## src/psu_ctrl_pkg.sv

```systemverilog
// Package of constants and carriers for the supply control and standby role logic
package psu_ctrl_pkg;

  // ==========================================================================
  // Clock and timing
  // ==========================================================================
  localparam int unsigned CLK_HZ = 10_000_000;
  localparam int unsigned CYC_PER_MS = CLK_HZ / 1000;

  localparam int unsigned OFF_DELAY_MS = 5;
  localparam int unsigned ON_MIN_MS = 5;
  localparam int unsigned ON_MAX_MS = 400;
  localparam int unsigned PWOK_OFF_MS = 5;
  localparam int unsigned PWOK_MIN_MS = 100;
  localparam int unsigned PWOK_MAX_MS = 500;
  localparam int unsigned PARK_SB1_MS = 800;
  localparam int unsigned PARK_SB2_MS = 600;
  localparam int unsigned PARK_SB3_MS = 400;

  localparam int unsigned ON_MIN_CYC = ON_MIN_MS * CYC_PER_MS;
  localparam int unsigned ON_MAX_CYC = ON_MAX_MS * CYC_PER_MS;
  localparam int unsigned PWOK_MIN_CYC = PWOK_MIN_MS * CYC_PER_MS;
  localparam int unsigned PWOK_MAX_CYC = PWOK_MAX_MS * CYC_PER_MS;
  localparam int unsigned PARK_SB1_CYC = PARK_SB1_MS * CYC_PER_MS;
  localparam int unsigned PARK_SB2_CYC = PARK_SB2_MS * CYC_PER_MS;
  localparam int unsigned PARK_SB3_CYC = PARK_SB3_MS * CYC_PER_MS;

  localparam int unsigned CNT_W = 24;

  // ==========================================================================
  // Register map
  // ==========================================================================
  localparam logic [7:0] ROLE_CFG_OFFSET = 8'hD0;
  localparam logic [7:0] ROLE_CFG_RESET = 8'h00;

  localparam logic [7:0] ROLE_STANDARD = 8'h00;
  localparam logic [7:0] ROLE_ACTIVE = 8'h01;
  localparam logic [7:0] ROLE_SB1 = 8'h02;
  localparam logic [7:0] ROLE_SB2 = 8'h03;
  localparam logic [7:0] ROLE_SB3 = 8'h04;
  localparam logic [7:0] ROLE_SB4 = 8'h05;

  // ==========================================================================
  // Carriers
  // ==========================================================================
  typedef struct packed {
    logic temp_warn;
    logic gen_fail;
    logic over_current;
    logic over_voltage;
    logic under_voltage;
    logic fan_fail;
    logic input_loss;
    logic oc_warn;
  } fault_s;

  typedef struct packed {
    logic main_en;
    logic parked;
    logic pgood;
  } pstat_s;

  typedef enum logic [2:0] {
    ST_OFF = 3'b000,
    ST_RAMP = 3'b001,
    ST_PGDLY = 3'b010,
    ST_ON = 3'b011,
    ST_PARK_DLY = 3'b100,
    ST_PARKED = 3'b101
  } pwr_state_e;

endpackage : psu_ctrl_pkg

```

## src/delay_counter.sv

```systemverilog
// Reloadable down counter used for the supply timing windows
`timescale 1ns/1ps
module delay_counter import psu_ctrl_pkg::*; #(
  parameter int unsigned W = CNT_W
) (
  input wire logic clk_i,
  input wire logic reset_n_i,
  input wire logic load_i,
  input wire logic [W-1:0] value_i,
  output logic done_o
);

  logic [W-1:0] cnt_r;
  logic [W-1:0] cnt_nxt;
  logic done_r;
  logic done_nxt;

  always_comb begin
    cnt_nxt = cnt_r;
    if (load_i) begin
      cnt_nxt = value_i;
    end else if (cnt_r != '0) begin
      cnt_nxt = cnt_r - 1'b1;
    end
    done_nxt = !load_i && (cnt_r <= {{(W-1){1'b0}}, 1'b1});
  end

  always_ff @(posedge clk_i) begin
    if (!reset_n_i) begin
      cnt_r <= '0;
      done_r <= 1'b0;
    end else begin
      cnt_r <= cnt_nxt;
      done_r <= done_nxt;
    end
  end

  assign done_o = done_r;

endmodule // delay_counter

```

## src/psu_ctrl.sv

```systemverilog
// Power-on sequencing, alert, power-good and standby role control of a supply
`timescale 1ns/1ps
module psu_ctrl import psu_ctrl_pkg::*; #(
  parameter int unsigned ON_DELAY_CYC = ON_MIN_CYC,
  parameter int unsigned PWOK_DELAY_CYC = PWOK_MIN_CYC,
  parameter int unsigned PARK1_CYC = PARK_SB1_CYC,
  parameter int unsigned PARK2_CYC = PARK_SB2_CYC,
  parameter int unsigned PARK3_CYC = PARK_SB3_CYC,
  parameter logic [7:0] SHARE_TH1 = 8'h40,
  parameter logic [7:0] SHARE_TH2 = 8'h60,
  parameter logic [7:0] SHARE_TH3 = 8'h80
) (
  input wire logic clk_i,
  input wire logic reset_n_i,
  input wire logic remote_power_request_n_i,
  input wire fault_s fault_i,
  input wire logic outputs_in_reg_i,
  input wire logic current_limit_i,
  input wire logic wake_line_i,
  input wire logic shared_fault_line_n_i,
  input wire logic [7:0] load_share_level_i,
  input wire logic [7:0] cmd_code_i,
  input wire logic cmd_wr_i,
  input wire logic cmd_rd_i,
  input wire logic [7:0] cmd_wdata_i,
  output logic [7:0] cmd_rdata_o,
  output logic cmd_rvalid_o,
  output logic alert_n_o,
  output logic alert_n_oe_n_o,
  output logic pgood_o,
  output logic main_en_o,
  output logic parked_o,
  output logic shared_fault_ok_n_o,
  output logic shared_fault_ok_n_oe_n_o
);

  // ==========================================================================
  // Fault aggregation
  // ==========================================================================
  logic any_event;
  logic any_fault;
  logic role_zero_wr;
  logic req_active;
  logic req_drop;
  logic req_prev_r;
  logic req_prev_nxt;

  assign req_active = !remote_power_request_n_i;
  assign any_event = |fault_i;
  assign any_fault = fault_i.gen_fail | fault_i.over_current | fault_i.over_voltage
    | fault_i.under_voltage | fault_i.fan_fail | fault_i.input_loss | fault_i.oc_warn
    | fault_i.temp_warn;
  assign role_zero_wr = cmd_wr_i && (cmd_code_i == ROLE_CFG_OFFSET)
    && (cmd_wdata_i == ROLE_STANDARD);
  assign req_drop = req_prev_r && !req_active;

  // ==========================================================================
  // Role register
  // ==========================================================================
  logic [7:0] role_r;
  logic [7:0] role_nxt;
  logic [7:0] rdata_r;
  logic [7:0] rdata_nxt;
  logic rvalid_r;
  logic rvalid_nxt;

  always_comb begin
    role_nxt = role_r;
    if (cmd_wr_i && (cmd_code_i == ROLE_CFG_OFFSET)) begin
      role_nxt = cmd_wdata_i;
    end
    if (any_fault) begin
      role_nxt = ROLE_STANDARD;
    end
    rvalid_nxt = cmd_rd_i;
    rdata_nxt = 8'h00;
    if (cmd_rd_i && (cmd_code_i == ROLE_CFG_OFFSET)) begin
      rdata_nxt = role_r;
    end
  end

  // ==========================================================================
  // Sequencer
  // ==========================================================================
  pwr_state_e state_r;
  pwr_state_e state_nxt;
  logic role_parkable;
  logic wake_now;
  logic [7:0] share_th;
  logic [CNT_W-1:0] park_dly;
  logic tmr_load;
  logic [CNT_W-1:0] tmr_val;
  logic tmr_done;

  always_comb begin
    role_parkable = (role_r == ROLE_SB1) || (role_r == ROLE_SB2)
      || (role_r == ROLE_SB3) || (role_r == ROLE_SB4);
    unique case (role_r)
      ROLE_SB1: begin
        share_th = SHARE_TH1;
        park_dly = CNT_W'(PARK1_CYC);
      end
      ROLE_SB2: begin
        share_th = SHARE_TH2;
        park_dly = CNT_W'(PARK2_CYC);
      end
      default: begin
        share_th = SHARE_TH3;
        park_dly = CNT_W'(PARK3_CYC);
      end
    endcase
    // Wake on fault line, wake line low, own fault or load at or above position threshold
    wake_now = !shared_fault_line_n_i || !wake_line_i || any_fault
      || (load_share_level_i >= share_th);
  end

  always_comb begin
    state_nxt = state_r;
    tmr_load = 1'b0;
    tmr_val = '0;
    if (!req_active) begin
      state_nxt = ST_OFF;
    end else begin
      unique case (state_r)
        ST_OFF: begin
          state_nxt = ST_RAMP;
          tmr_load = 1'b1;
          tmr_val = CNT_W'(ON_DELAY_CYC);
        end
        ST_RAMP: begin
          if (tmr_done && outputs_in_reg_i && !current_limit_i) begin
            state_nxt = ST_PGDLY;
            tmr_load = 1'b1;
            tmr_val = CNT_W'(PWOK_DELAY_CYC);
          end
        end
        ST_PGDLY: begin
          if (!outputs_in_reg_i || current_limit_i) begin
            state_nxt = ST_RAMP;
          end else if (tmr_done) begin
            state_nxt = ST_ON;
          end
        end
        ST_ON: begin
          if (!outputs_in_reg_i || fault_i.input_loss) begin
            state_nxt = ST_RAMP;
          end else if (role_parkable && shared_fault_line_n_i && wake_line_i
              && !any_fault && (load_share_level_i < share_th)) begin
            state_nxt = ST_PARK_DLY;
            tmr_load = 1'b1;
            tmr_val = park_dly;
          end
        end
        ST_PARK_DLY: begin
          if (!outputs_in_reg_i || fault_i.input_loss) begin
            state_nxt = ST_RAMP;
          end else if (wake_now || !role_parkable) begin
            state_nxt = ST_ON;
          end else if (tmr_done) begin
            state_nxt = ST_PARKED;
          end
        end
        ST_PARKED: begin
          if (wake_now || !role_parkable) begin
            state_nxt = ST_RAMP;
            tmr_load = 1'b1;
            tmr_val = '0;
          end
        end
        default: begin
          state_nxt = ST_OFF;
        end
      endcase
    end
  end

  delay_counter #(
    .W(CNT_W)
  ) u_timer (
    .clk_i(clk_i),
    .reset_n_i(reset_n_i),
    .load_i(tmr_load),
    .value_i(tmr_val),
    .done_o(tmr_done)
  );

  // ==========================================================================
  // Outputs
  // ==========================================================================
  logic alert_r;
  logic alert_nxt;
  logic pgood_r;
  logic pgood_nxt;
  logic main_en_r;
  logic main_en_nxt;
  logic parked_r;
  logic parked_nxt;
  logic sfault_r;
  logic sfault_nxt;

  always_comb begin
    req_prev_nxt = req_active;
    main_en_nxt = req_active && (state_nxt != ST_PARKED) && (state_nxt != ST_OFF);
    parked_nxt = (state_nxt == ST_PARKED);
    // Parked keeps power-good and suppresses fault reporting
    pgood_nxt = req_active && ((state_nxt == ST_ON) || (state_nxt == ST_PARK_DLY)
      || (state_nxt == ST_PARKED)) && !fault_i.input_loss;
    alert_nxt = any_event && (state_r != ST_PARKED);
    sfault_nxt = (any_fault && (state_r != ST_PARKED)) || role_zero_wr || req_drop;
  end

  always_ff @(posedge clk_i) begin
    if (!reset_n_i) begin
      state_r <= ST_OFF;
      role_r <= ROLE_CFG_RESET;
      rdata_r <= 8'h00;
      rvalid_r <= 1'b0;
      req_prev_r <= 1'b0;
      alert_r <= 1'b0;
      pgood_r <= 1'b0;
      main_en_r <= 1'b0;
      parked_r <= 1'b0;
      sfault_r <= 1'b0;
    end else begin
      state_r <= state_nxt;
      role_r <= role_nxt;
      rdata_r <= rdata_nxt;
      rvalid_r <= rvalid_nxt;
      req_prev_r <= req_prev_nxt;
      alert_r <= alert_nxt;
      pgood_r <= pgood_nxt;
      main_en_r <= main_en_nxt;
      parked_r <= parked_nxt;
      sfault_r <= sfault_nxt;
    end
  end

  // Open-drain pins: level low and enable active low while pulling down
  assign alert_n_o = 1'b0;
  assign alert_n_oe_n_o = !alert_r;
  assign shared_fault_ok_n_o = 1'b0;
  assign shared_fault_ok_n_oe_n_o = !sfault_r;
  assign pgood_o = pgood_r;
  assign main_en_o = main_en_r;
  assign parked_o = parked_r;
  assign cmd_rdata_o = rdata_r;
  assign cmd_rvalid_o = rvalid_r;

endmodule // psu_ctrl

```

## config.mk

```make
export PLATFORM = sky130hd
export DESIGN_NAME = psu_ctrl
export DESIGN_NICKNAME = d
export VERILOG_FILES = /design/src/psu_ctrl_pkg.sv /design/src/delay_counter.sv /design/src/psu_ctrl.sv
export SDC_FILE = /design/constraint.sdc
export NUM_CORES = 1
export LEC_CHECK = 0
export ABC_CLOCK_PERIOD_IN_PS = 7300
export BUFFER_PORTS_ARGS = -buffer_cell sky130_fd_sc_hd__buf_2
export CAP_MARGIN = 20
export CORE_ASPECT_RATIO = 2
export CORE_UTILIZATION = 50
export CTS_CLUSTER_SIZE = 8
export DETAILED_ROUTE_END_ITERATION = 12
export GPL_ROUTABILITY_DRIVEN = 0
export HOLD_SLACK_MARGIN = 0.06
export PLACE_DENSITY = 0.81
export SLEW_MARGIN = 20
export SYNTH_ARGS = -nofsm -noshare
export SYNTH_HDL_FRONTEND = slang
export SYNTH_SLANG_ARGS = --single-unit
```

## constraint.sdc

```tcl
create_clock -name clk_i -period 7.3 [get_ports clk_i]
set_input_delay 0.73 -clock clk_i [delete_from_list [all_inputs] [get_ports clk_i]]
set_output_delay 0.73 -clock clk_i [all_outputs]
set_load 0.02 [all_outputs]
```

# Yosys cells after proc, flatten, opt, wreduce, memory -nomap -nowiden
# Cells that the tools add are included.
# word_totals
output_inout_bits	16
register_bits	51
# op_classes
bitwise	8
n_lt_le_gt_ge	3
n_addsub	1
n_reduce_logical	49
n_mux	26
n_eq_ne	15
# ops
op	n
$mux W24	5
$pmux W24 S3	1
$pmux W23 S2	1
$mux W3	10
$le A24 B1 Y1 const B	1
$reduce_bool A24 Y1	1
$sub A24 B1 Y24 const B	1
$mux W20	1
$pmux W3 S6	1
$logic_and A1 B1 Y1	17
$eq A8 B2 Y1 const B	2
$eq A8 B3 Y1 const B	2
$pmux W8 S2	1
$logic_or A1 B1 Y1	13
$eq A3 B3 Y1 const B	4
$logic_not A1 Y1	11
$eq A3 B2 Y1 const B	3
$eq A8 B8 Y1 const B	1
$ge A8 B8 Y1	1
$logic_not A8 Y1	1
$lt A8 B8 Y1	1
$reduce_or A8 Y1	1
$or A1 B1 Y1	7
$ne A3 B3 Y1 const B	2
other kinds (9)	13

# Depth between registers and ports, before layout
# Gate-level depths: netlist of run 1.
# logic_depth
depth_word	19
mapped_depth	11
ltp_nobuf	9

# By module
# From an unflattened synthesis of run 1, not the netlist that was laid out.
# unflattened
hier_cells	349
area_unflattened_um2	2921.6
# by_module_without_submodules
mod	area_per_inst_um2	seq_area_each_um2	cells_per_inst	n_inst
delay_counter	1498.9	500.5	181	1
psu_ctrl	1422.6	520.5	168	1

# Worst setup path after synthesis of run 1
# Ideal clock, no wire load.
# synth_timing
kind	reg-to-reg
from	register role_r[3]
to	register u_timer.cnt_r[20]
stages_incl_launch_ff	12
n_path_buf	2
slack_ns	4.467
setup_ns	0.122
synth_period_minus_slack_ns	2.833
arrival_time_ns	2.712
cell_sequence	dfxtp_1 -> nor4_4 -> and2_0 -> clkbuf_1 -> inv_1 -> ha_1 -> nand3b_1 -> nand4_2 -> o311ai_4 -> a31oi_4 -> buf_6 -> o311a_1
# synth_via
elab_chain_len	13
elab_cells_between_ends	28
# synth_lines
element	line_no	source
from (decl)	psu_ctrl.sv:60	logic [7:0] role_r;
from (signal assigned)	psu_ctrl.sv:226	role_r <= role_nxt;
branches (longest 13 deep; another with $lt A8 B8 Y1)	-	
to (signal assigned)	delay_counter.sv:33	cnt_r <= cnt_nxt;
to (decl)	delay_counter.sv:13	logic [W-1:0] cnt_r;
# Several ways; the timed one is not identified.
# A chain may end at the register's enable or synchronous reset.

# Final worst setup path of run 1
# layout_timing
from	register role_r[3]
to	register u_timer.cnt_r[19]
# Same word-level chain as after synthesis.

==> impl_metrics.tcl, run 1 <==
set metrics [dict create \
    setup_tns_ns 0 \
    ys_types 67 \
    synth_area_per_cell_um2 8.85 \
    synth_cells 339 \
    worst_pin_slew_ns 1.06 \
    synth_seq_area_share_pct 34.0 \
    firstDrtPassIters 4 \
    die_area_mm2 0.00633 \
    fmax_mhz 297 \
    antenna_found_initial 0 \
    synth_warnings 0 \
    slew_violations 0 \
    drt_iter0_markers 131 \
    initial_utilization_pct 52.1 \
    post_cts_buffers 0 \
    slew_headroom_pct 27.6 \
    clkTransAtPathRegs_ns 0.06 \
    hpwl_um 6390 \
    yosysTopAreaCellShare_pct 34.0 \
    synth_edf_count 0 \
    fin_nets 431 \
    cts_tree "done" \
    synthArstFlopShare_pct 0 \
    fp.dieH_um 112 \
    clock_sinks 51 \
    drive_gt1_share_pct 22.0 \
    clk_path_buf_depth 2 \
    place_area_mm2 0.00327 \
    track_usage_pct 27.2 \
    routed_wl_um 8220 \
    fin_crit_ns 3.36 \
    endpoint_kind "flop" \
    postRouteAntennaNets 0 \
    antennaDiodeCount 0 \
    htreeDepth 2 \
    grt_max_degree 22 \
    numCtsBuffers 5 \
    grt.overflow.total 0 \
    maxCapViolCount 0 \
    critPathMaxFanout 20 \
    synthTopCellsByCount "dfxtp_1 (51), nor2_1 (26), o21ai_0 (18)" \
    pwr_density_cell_mw_per_mm2 225 \
    syn_area_mm2 0.00300 \
    vias 2863 \
    pre_cts_slack_ns 3.98 \
    peakVddDrop_uv 191 \
    ys_ff_latch 51 \
    io_buffers 54 \
    ff2ff_setup_slack_ns 3.94 \
    vias_per_cell 6.40 \
    rsz0062_at_grt "false" \
    crit_arrival_ns 3.60 \
    grt_first_pass_wirelength_um 13300 \
    cp-start-kind "flop" \
    core.rowCount 39 \
    wl_per_cell_um 18.4 \
    skew_ns 0.00522 \
    min_period_over_period_pct 46.1 \
    synth_area_leader_cell "dfxtp_1" \
    setup_viol_count_final 0 \
    io_pins 57 \
    status "finished clean" \
    clockRootBuffer "clkbuf_16" \
    cp.required_ns 7.54 \
    worst_slack_ns 3.94 \
    synthFlopType "dfxtp_1" \
    leakagePower_uw 0.00141 \
    synth.most_common_cell "dfxtp_1" \
    stdcell_area_mm2 0.00341 \
    netlist_top_cells_area "dfxtp_1 (34%), mux2i_1 (5.3%), nor4_1 (3.3%)" \
    final_hold_viol_count 0 \
    min_path_type "flop to flop" \
    drc 0 \
    syn2layout_area_growth_pct 13.6 \
    holdBufCountCts 0 \
    grt_pass1_vias 2927 \
    core-area_mm2 0.00576 \
    clk_latency_ns 0.29 \
    criticalPathCategory "flop to flop" \
    die_w_um 56.8 \
    cts_resized 0 \
    total_power_uw 765 \
]
[through the flow]
step	hold WS (ns)	util (%)	instances
after CTS	0.515	59.1	447
after floorplan	0.486	-	340
final	0.511	59.1	447
after detailed placement	0.507	56.8	439
after global placement	0.493	56.8	439
after global routing	0.532	59.1	447
[state kept, by name, indices dropped and copies added (netlist names)]
signal,count
alert_r,1
cmd_rdata_o,8
cmd_rvalid_o,1
main_en_o,1
parked_o,1
pgood_o,1
req_prev_r,1
role_r,8
sfault_r,1
state_r,3
u_timer.cnt_r,24
u_timer.done_o,1
[layout by cell type, fill, tap and decap left out, types with 3 or more instances in the layout]
| cell type | synthesis | routed |
|---|---|---|
| buf_2 | 2 | 54 |
| dfxtp_1 | 51 | 51 |
| nor2_1 | 26 | 26 |
| o21ai_0 | 18 | 18 |
| nand2_1 | 17 | 17 |
| inv_1 | 16 | 16 |
| nor4_1 | 16 | 16 |
| mux2i_1 | 16 | 16 |
| nor3_1 | 16 | 16 |
| a21oi_1 | 12 | 12 |
| and2_1 | 10 | 10 |
| nand4_1 | 7 | 7 |
| xnor2_1 | 7 | 7 |
| nand3_1 | 6 | 6 |
| nor2b_1 | 6 | 6 |
| o31ai_1 | 6 | 6 |
| xor2_1 | 5 | 5 |
| ha_1 | 5 | 5 |
| clkbuf_16 | 0 | 5 |
| nor4_4 | 4 | 4 |
| nand2b_1 | 4 | 4 |
| or3_1 | 4 | 4 |
| or4_1 | 4 | 4 |
| nor3b_1 | 3 | 3 |
| or2_2 | 3 | 3 |
| nand3b_1 | 3 | 3 |
| and4_1 | 3 | 3 |
| nor4b_1 | 3 | 3 |
| a32o_1 | 3 | 3 |
| a2111oi_0 | 3 | 3 |
| o31a_1 | 3 | 3 |
| a21o_1 | 3 | 3 |
[kinds of logic after synthesis]
kind of cell    count (synthesis)  share of synthesized area [%]
compound gates                 71                           17.8
flops                          51                           34.0
other cells                     1                          0.125
mux                            17                           5.72
fa+ha+maj                       5                           2.09
simple gates                  150                           32.0
buf+inv                        32                           4.71
xor+xnor                       12                           3.50
[worst max-delay path, stage by stage (launching register included)]
cell and delay [ns]:
dfxtp_1 0.35, nor4_4 0.42, and2_0 0.31, inv_1 0.12, ha_1 0.30, nand3b_1 0.13
nand4_2 0.26, or3_4 0.50, a31oi_4 0.62, o221a_2 0.31
[final cells by class]
type,instances,area (um2)
fill,513,2350
inverter,16,60.1
clock buffer,7,133
multi-input combinational,257,1840
timing repair buffer,54,270
sequential,51,1020
tap,61,76.3
clock inverter,1,5.00
[metal layers]
layer  vias to the layer above  GRT usage (%)  routed length (um)
met3                        41           3.48                 254
met4                         0           21.0                 656
met2                       105           53.3                4590
met5                         -              0                   0
met1                      1365           23.2                2720
li1                       1352              -                   -
[report_power, final]
part	internal [uW]	leakage [uW]	total, uW	switching (uW)
logic	89.0	0.000931	209	120
registers	299	0.000416	329	29.6
clock network	127	0.0000679	227	100
[path summary, 6_finish.rpt]
path	endpoint	start	cells past startpoint
setup / recovery	u_timer.cnt_r[19]	role_r[3]	9
hold / removal	cmd_rdata_o[1]	role_r[1]	1
setup reg to reg	u_timer.cnt_r[19]	role_r[3]	9
hold reg to reg	cmd_rdata_o[1]	role_r[1]	1
Power figures use the tool's default switching activity.
==> run 2, diff against run 1 <==
- ABC_AREA: not set -> 1
- ABC_CLOCK_PERIOD_IN_PS: 7300 -> 3150
- clock period: 7.3 -> 3.15 ns (I/O delays scaled with it)
==> impl_metrics.tcl, run 2 <==
set metrics [dict create \
    largest_register_ffs 24 \
    critPathMaxFanout 24 \
    min_path_type "input pin to flop" \
    syn_area_mm2 0.00292 \
    wl_per_cell_um 14.2 \
    worst_slack_ns 0.263 \
    track_usage_pct 26.6 \
    clock_sinks 51 \
    final_common_cell "nor2_1" \
    crit_arrival_ns 3.06 \
    core-area_mm2 0.00566 \
    numCtsBuffers 5 \
    antenna_found_initial 0 \
    synthArstFlopShare_pct 0 \
    htreeDepth 2 \
    die_area_mm2 0.00616 \
    grt_first_pass_wirelength_um 12900 \
    clk_path_buf_depth 2 \
    pwr_density_cell_mw_per_mm2 526 \
    final_cell_mix "nor2_1 (87), nand2_1 (85), buf_2 (54), dfxtp_1 (51), inv_1 (49)" \
    drive_gt1_share_pct 20.1 \
    antennaDiodeCount 0 \
    whs_ns 0.260 \
    min_period_over_period_pct 91.7 \
    clk_latency_ns 0.29 \
    synth_seq_area_share_pct 35.0 \
    final_hold_viol_count 0 \
    slew_violations 0 \
    peakVddDrop_uv 676 \
    clockRootBuffer "clkbuf_16" \
    fillCellCount 521 \
    grt_pass1_vias 2995 \
    postRouteAntennaNets 0 \
    core.rowCount 39 \
    cts_resized 0 \
    status "finished clean" \
    synth.most_common_cell "nor2_1" \
    cp-start-kind "flop" \
    synth_edf_count 0 \
    io_buffers 54 \
    setup_viol_count_final 0 \
    synthTopCellsByCount "nor2_1 (87), nand2_1 (85), dfxtp_1 (51)" \
    post_cts_buffers 0 \
    firstDrtPassIters 4 \
    grt_max_degree 25 \
    clkTransAtPathRegs_ns 0.07 \
    skew_ns 0.00570 \
    die_w_um 56.0 \
    yosysTopAreaCellShare_pct 35.0 \
    pre_cts_slack_ns 0.359 \
    synth_area_per_cell_um2 6.61 \
    leakagePower_uw 0.00168 \
    cts_tree "done" \
    netlist_top_cells_area "dfxtp_1 (35%), nor2_1 (11%), nand2_1 (11%)" \
    crit_start "role_r[3]" \
    vias_per_cell 5.41 \
    routed_wl_um 7920 \
    grt.overflow.total 0 \
    hpwl_um 6200 \
    synth_warnings 0 \
    synth_area_leader_cell "dfxtp_1" \
    criticalPathCategory "flop to flop" \
    endpoint_kind "flop" \
    vias 3019 \
    io_pins 57 \
    fin_nets 542 \
    initial_utilization_pct 51.5 \
    maxCapViolCount 0 \
    drc 0 \
    cp.required_ns 3.33 \
    synth_cells 441 \
    drt_iter0_markers 64 \
    ys_ff_latch 51 \
    timing.rr.start "role_r[3]" \
    fin_crit_ns 2.89 \
    holdCritStartpoint "cmd_rd_i" \
    fmax_mhz 346 \
    setup_tns_ns 0 \
    largest-register "u_timer.cnt_r" \
    ys_types 34 \
    holdBufCountCts 0 \
    synthFlopType "dfxtp_1" \
    rsz0062_at_grt "false" \
    fp.dieH_um 110 \
    syn2layout_area_growth_pct 17.0 \
]
[run 2: cell types whose count changed after synthesis, moves of 11 or more]
| cell | previous run | this run |
|---|---|---|
| nand2_1 | 17 | 85 |
| nor2_1 | 26 | 87 |
| inv_1 | 16 | 49 |
| nand3_1 | 6 | 25 |
| mux2i_1 | 16 | 0 |
| a21oi_1 | 12 | 26 |
| nor4_1 | 16 | 3 |
| inv_2 | 0 | 11 |
[run 2: report_power, final]
group | internal (uW) | leakage (uW) | switching [uW]
clock | 455 | 0.0000900 | 240
combinational | 141 | 0.00118 | 241
sequential | 681 | 0.000416 | 36.8
total | 1280 | 0.00168 | 518
[run 2: cell type report]
class / count / area, um2 / area share (%)
tap: 61 / 76.3 / 2.24
multi-input combinational: 320 / 1610 / 47.1
inverter: 63 / 236 / 6.94
clock inverter: 3 / 67.6 / 1.98
clock buffer: 5 / 125 / 3.67
sequential: 51 / 1020 / 29.9
timing repair buffer: 55 / 278 / 8.15
[run 2: through the flow]
step	power (uW)	area [um2]	instances	util, %
4_1_cts	1800	3410	558	60.2
3_3_place_gp	1090	3220	550	56.8
3_5_place_dp	1100	3220	550	56.8
5_1_grt	1870	3410	558	60.2
6_report	1790	3410	558	60.2
2_1_floorplan	1000	2920	442	-
[run 2: cell families (layout without fill, tap and decap cells)]
group,count (synthesis),count (layout),synth area share [%]
buffers and inverters,71,126,10.0
DFF,51,51,35.0
other,1,2,0.129
xor gates and xnor gates,19,19,5.71
adders and majority gates,5,5,2.15
and+or+nand+nor,251,251,38.8
AOI/OAI and AO/OA,43,43,8.11
[run 2: layer usage]
layer | GRT usage [%] | routed length, um
met1 | 22.5 | 2680
met2 | 54.4 | 4510
met3 | 4.43 | 303
met4 | 17.6 | 425
met5 | 0 | 0
[run 2: final timing paths]
check             slack, ns  cells after the start           endpoint
hold reg to reg        0.44                      2     cmd_rdata_o[7]
hold / removal         0.26                      3       cmd_rvalid_o
setup / recovery       0.26                     20  u_timer.cnt_r[15]
setup reg to reg       0.26                     20  u_timer.cnt_r[15]
[run 2: critical path, cell delays in order, from the launching register on]
cell,delay [ns]
dfxtp_1,0.36
inv_2,0.05
nand2_1,0.08
nor2_1,0.04
nand2_1,0.11
inv_1,0.09
nor2_1,0.19
inv_1,0.09
ha_1,0.31
nand2_1,0.10
nand2_1,0.06
nor2_1,0.20
nand2_1,0.09
nor2_1,0.10
nand2_1,0.07
nand2_2,0.08
nand3_4,0.09
nand2_4,0.24
nand2_2,0.12
nand2_2,0.20
nor2_1,0.09
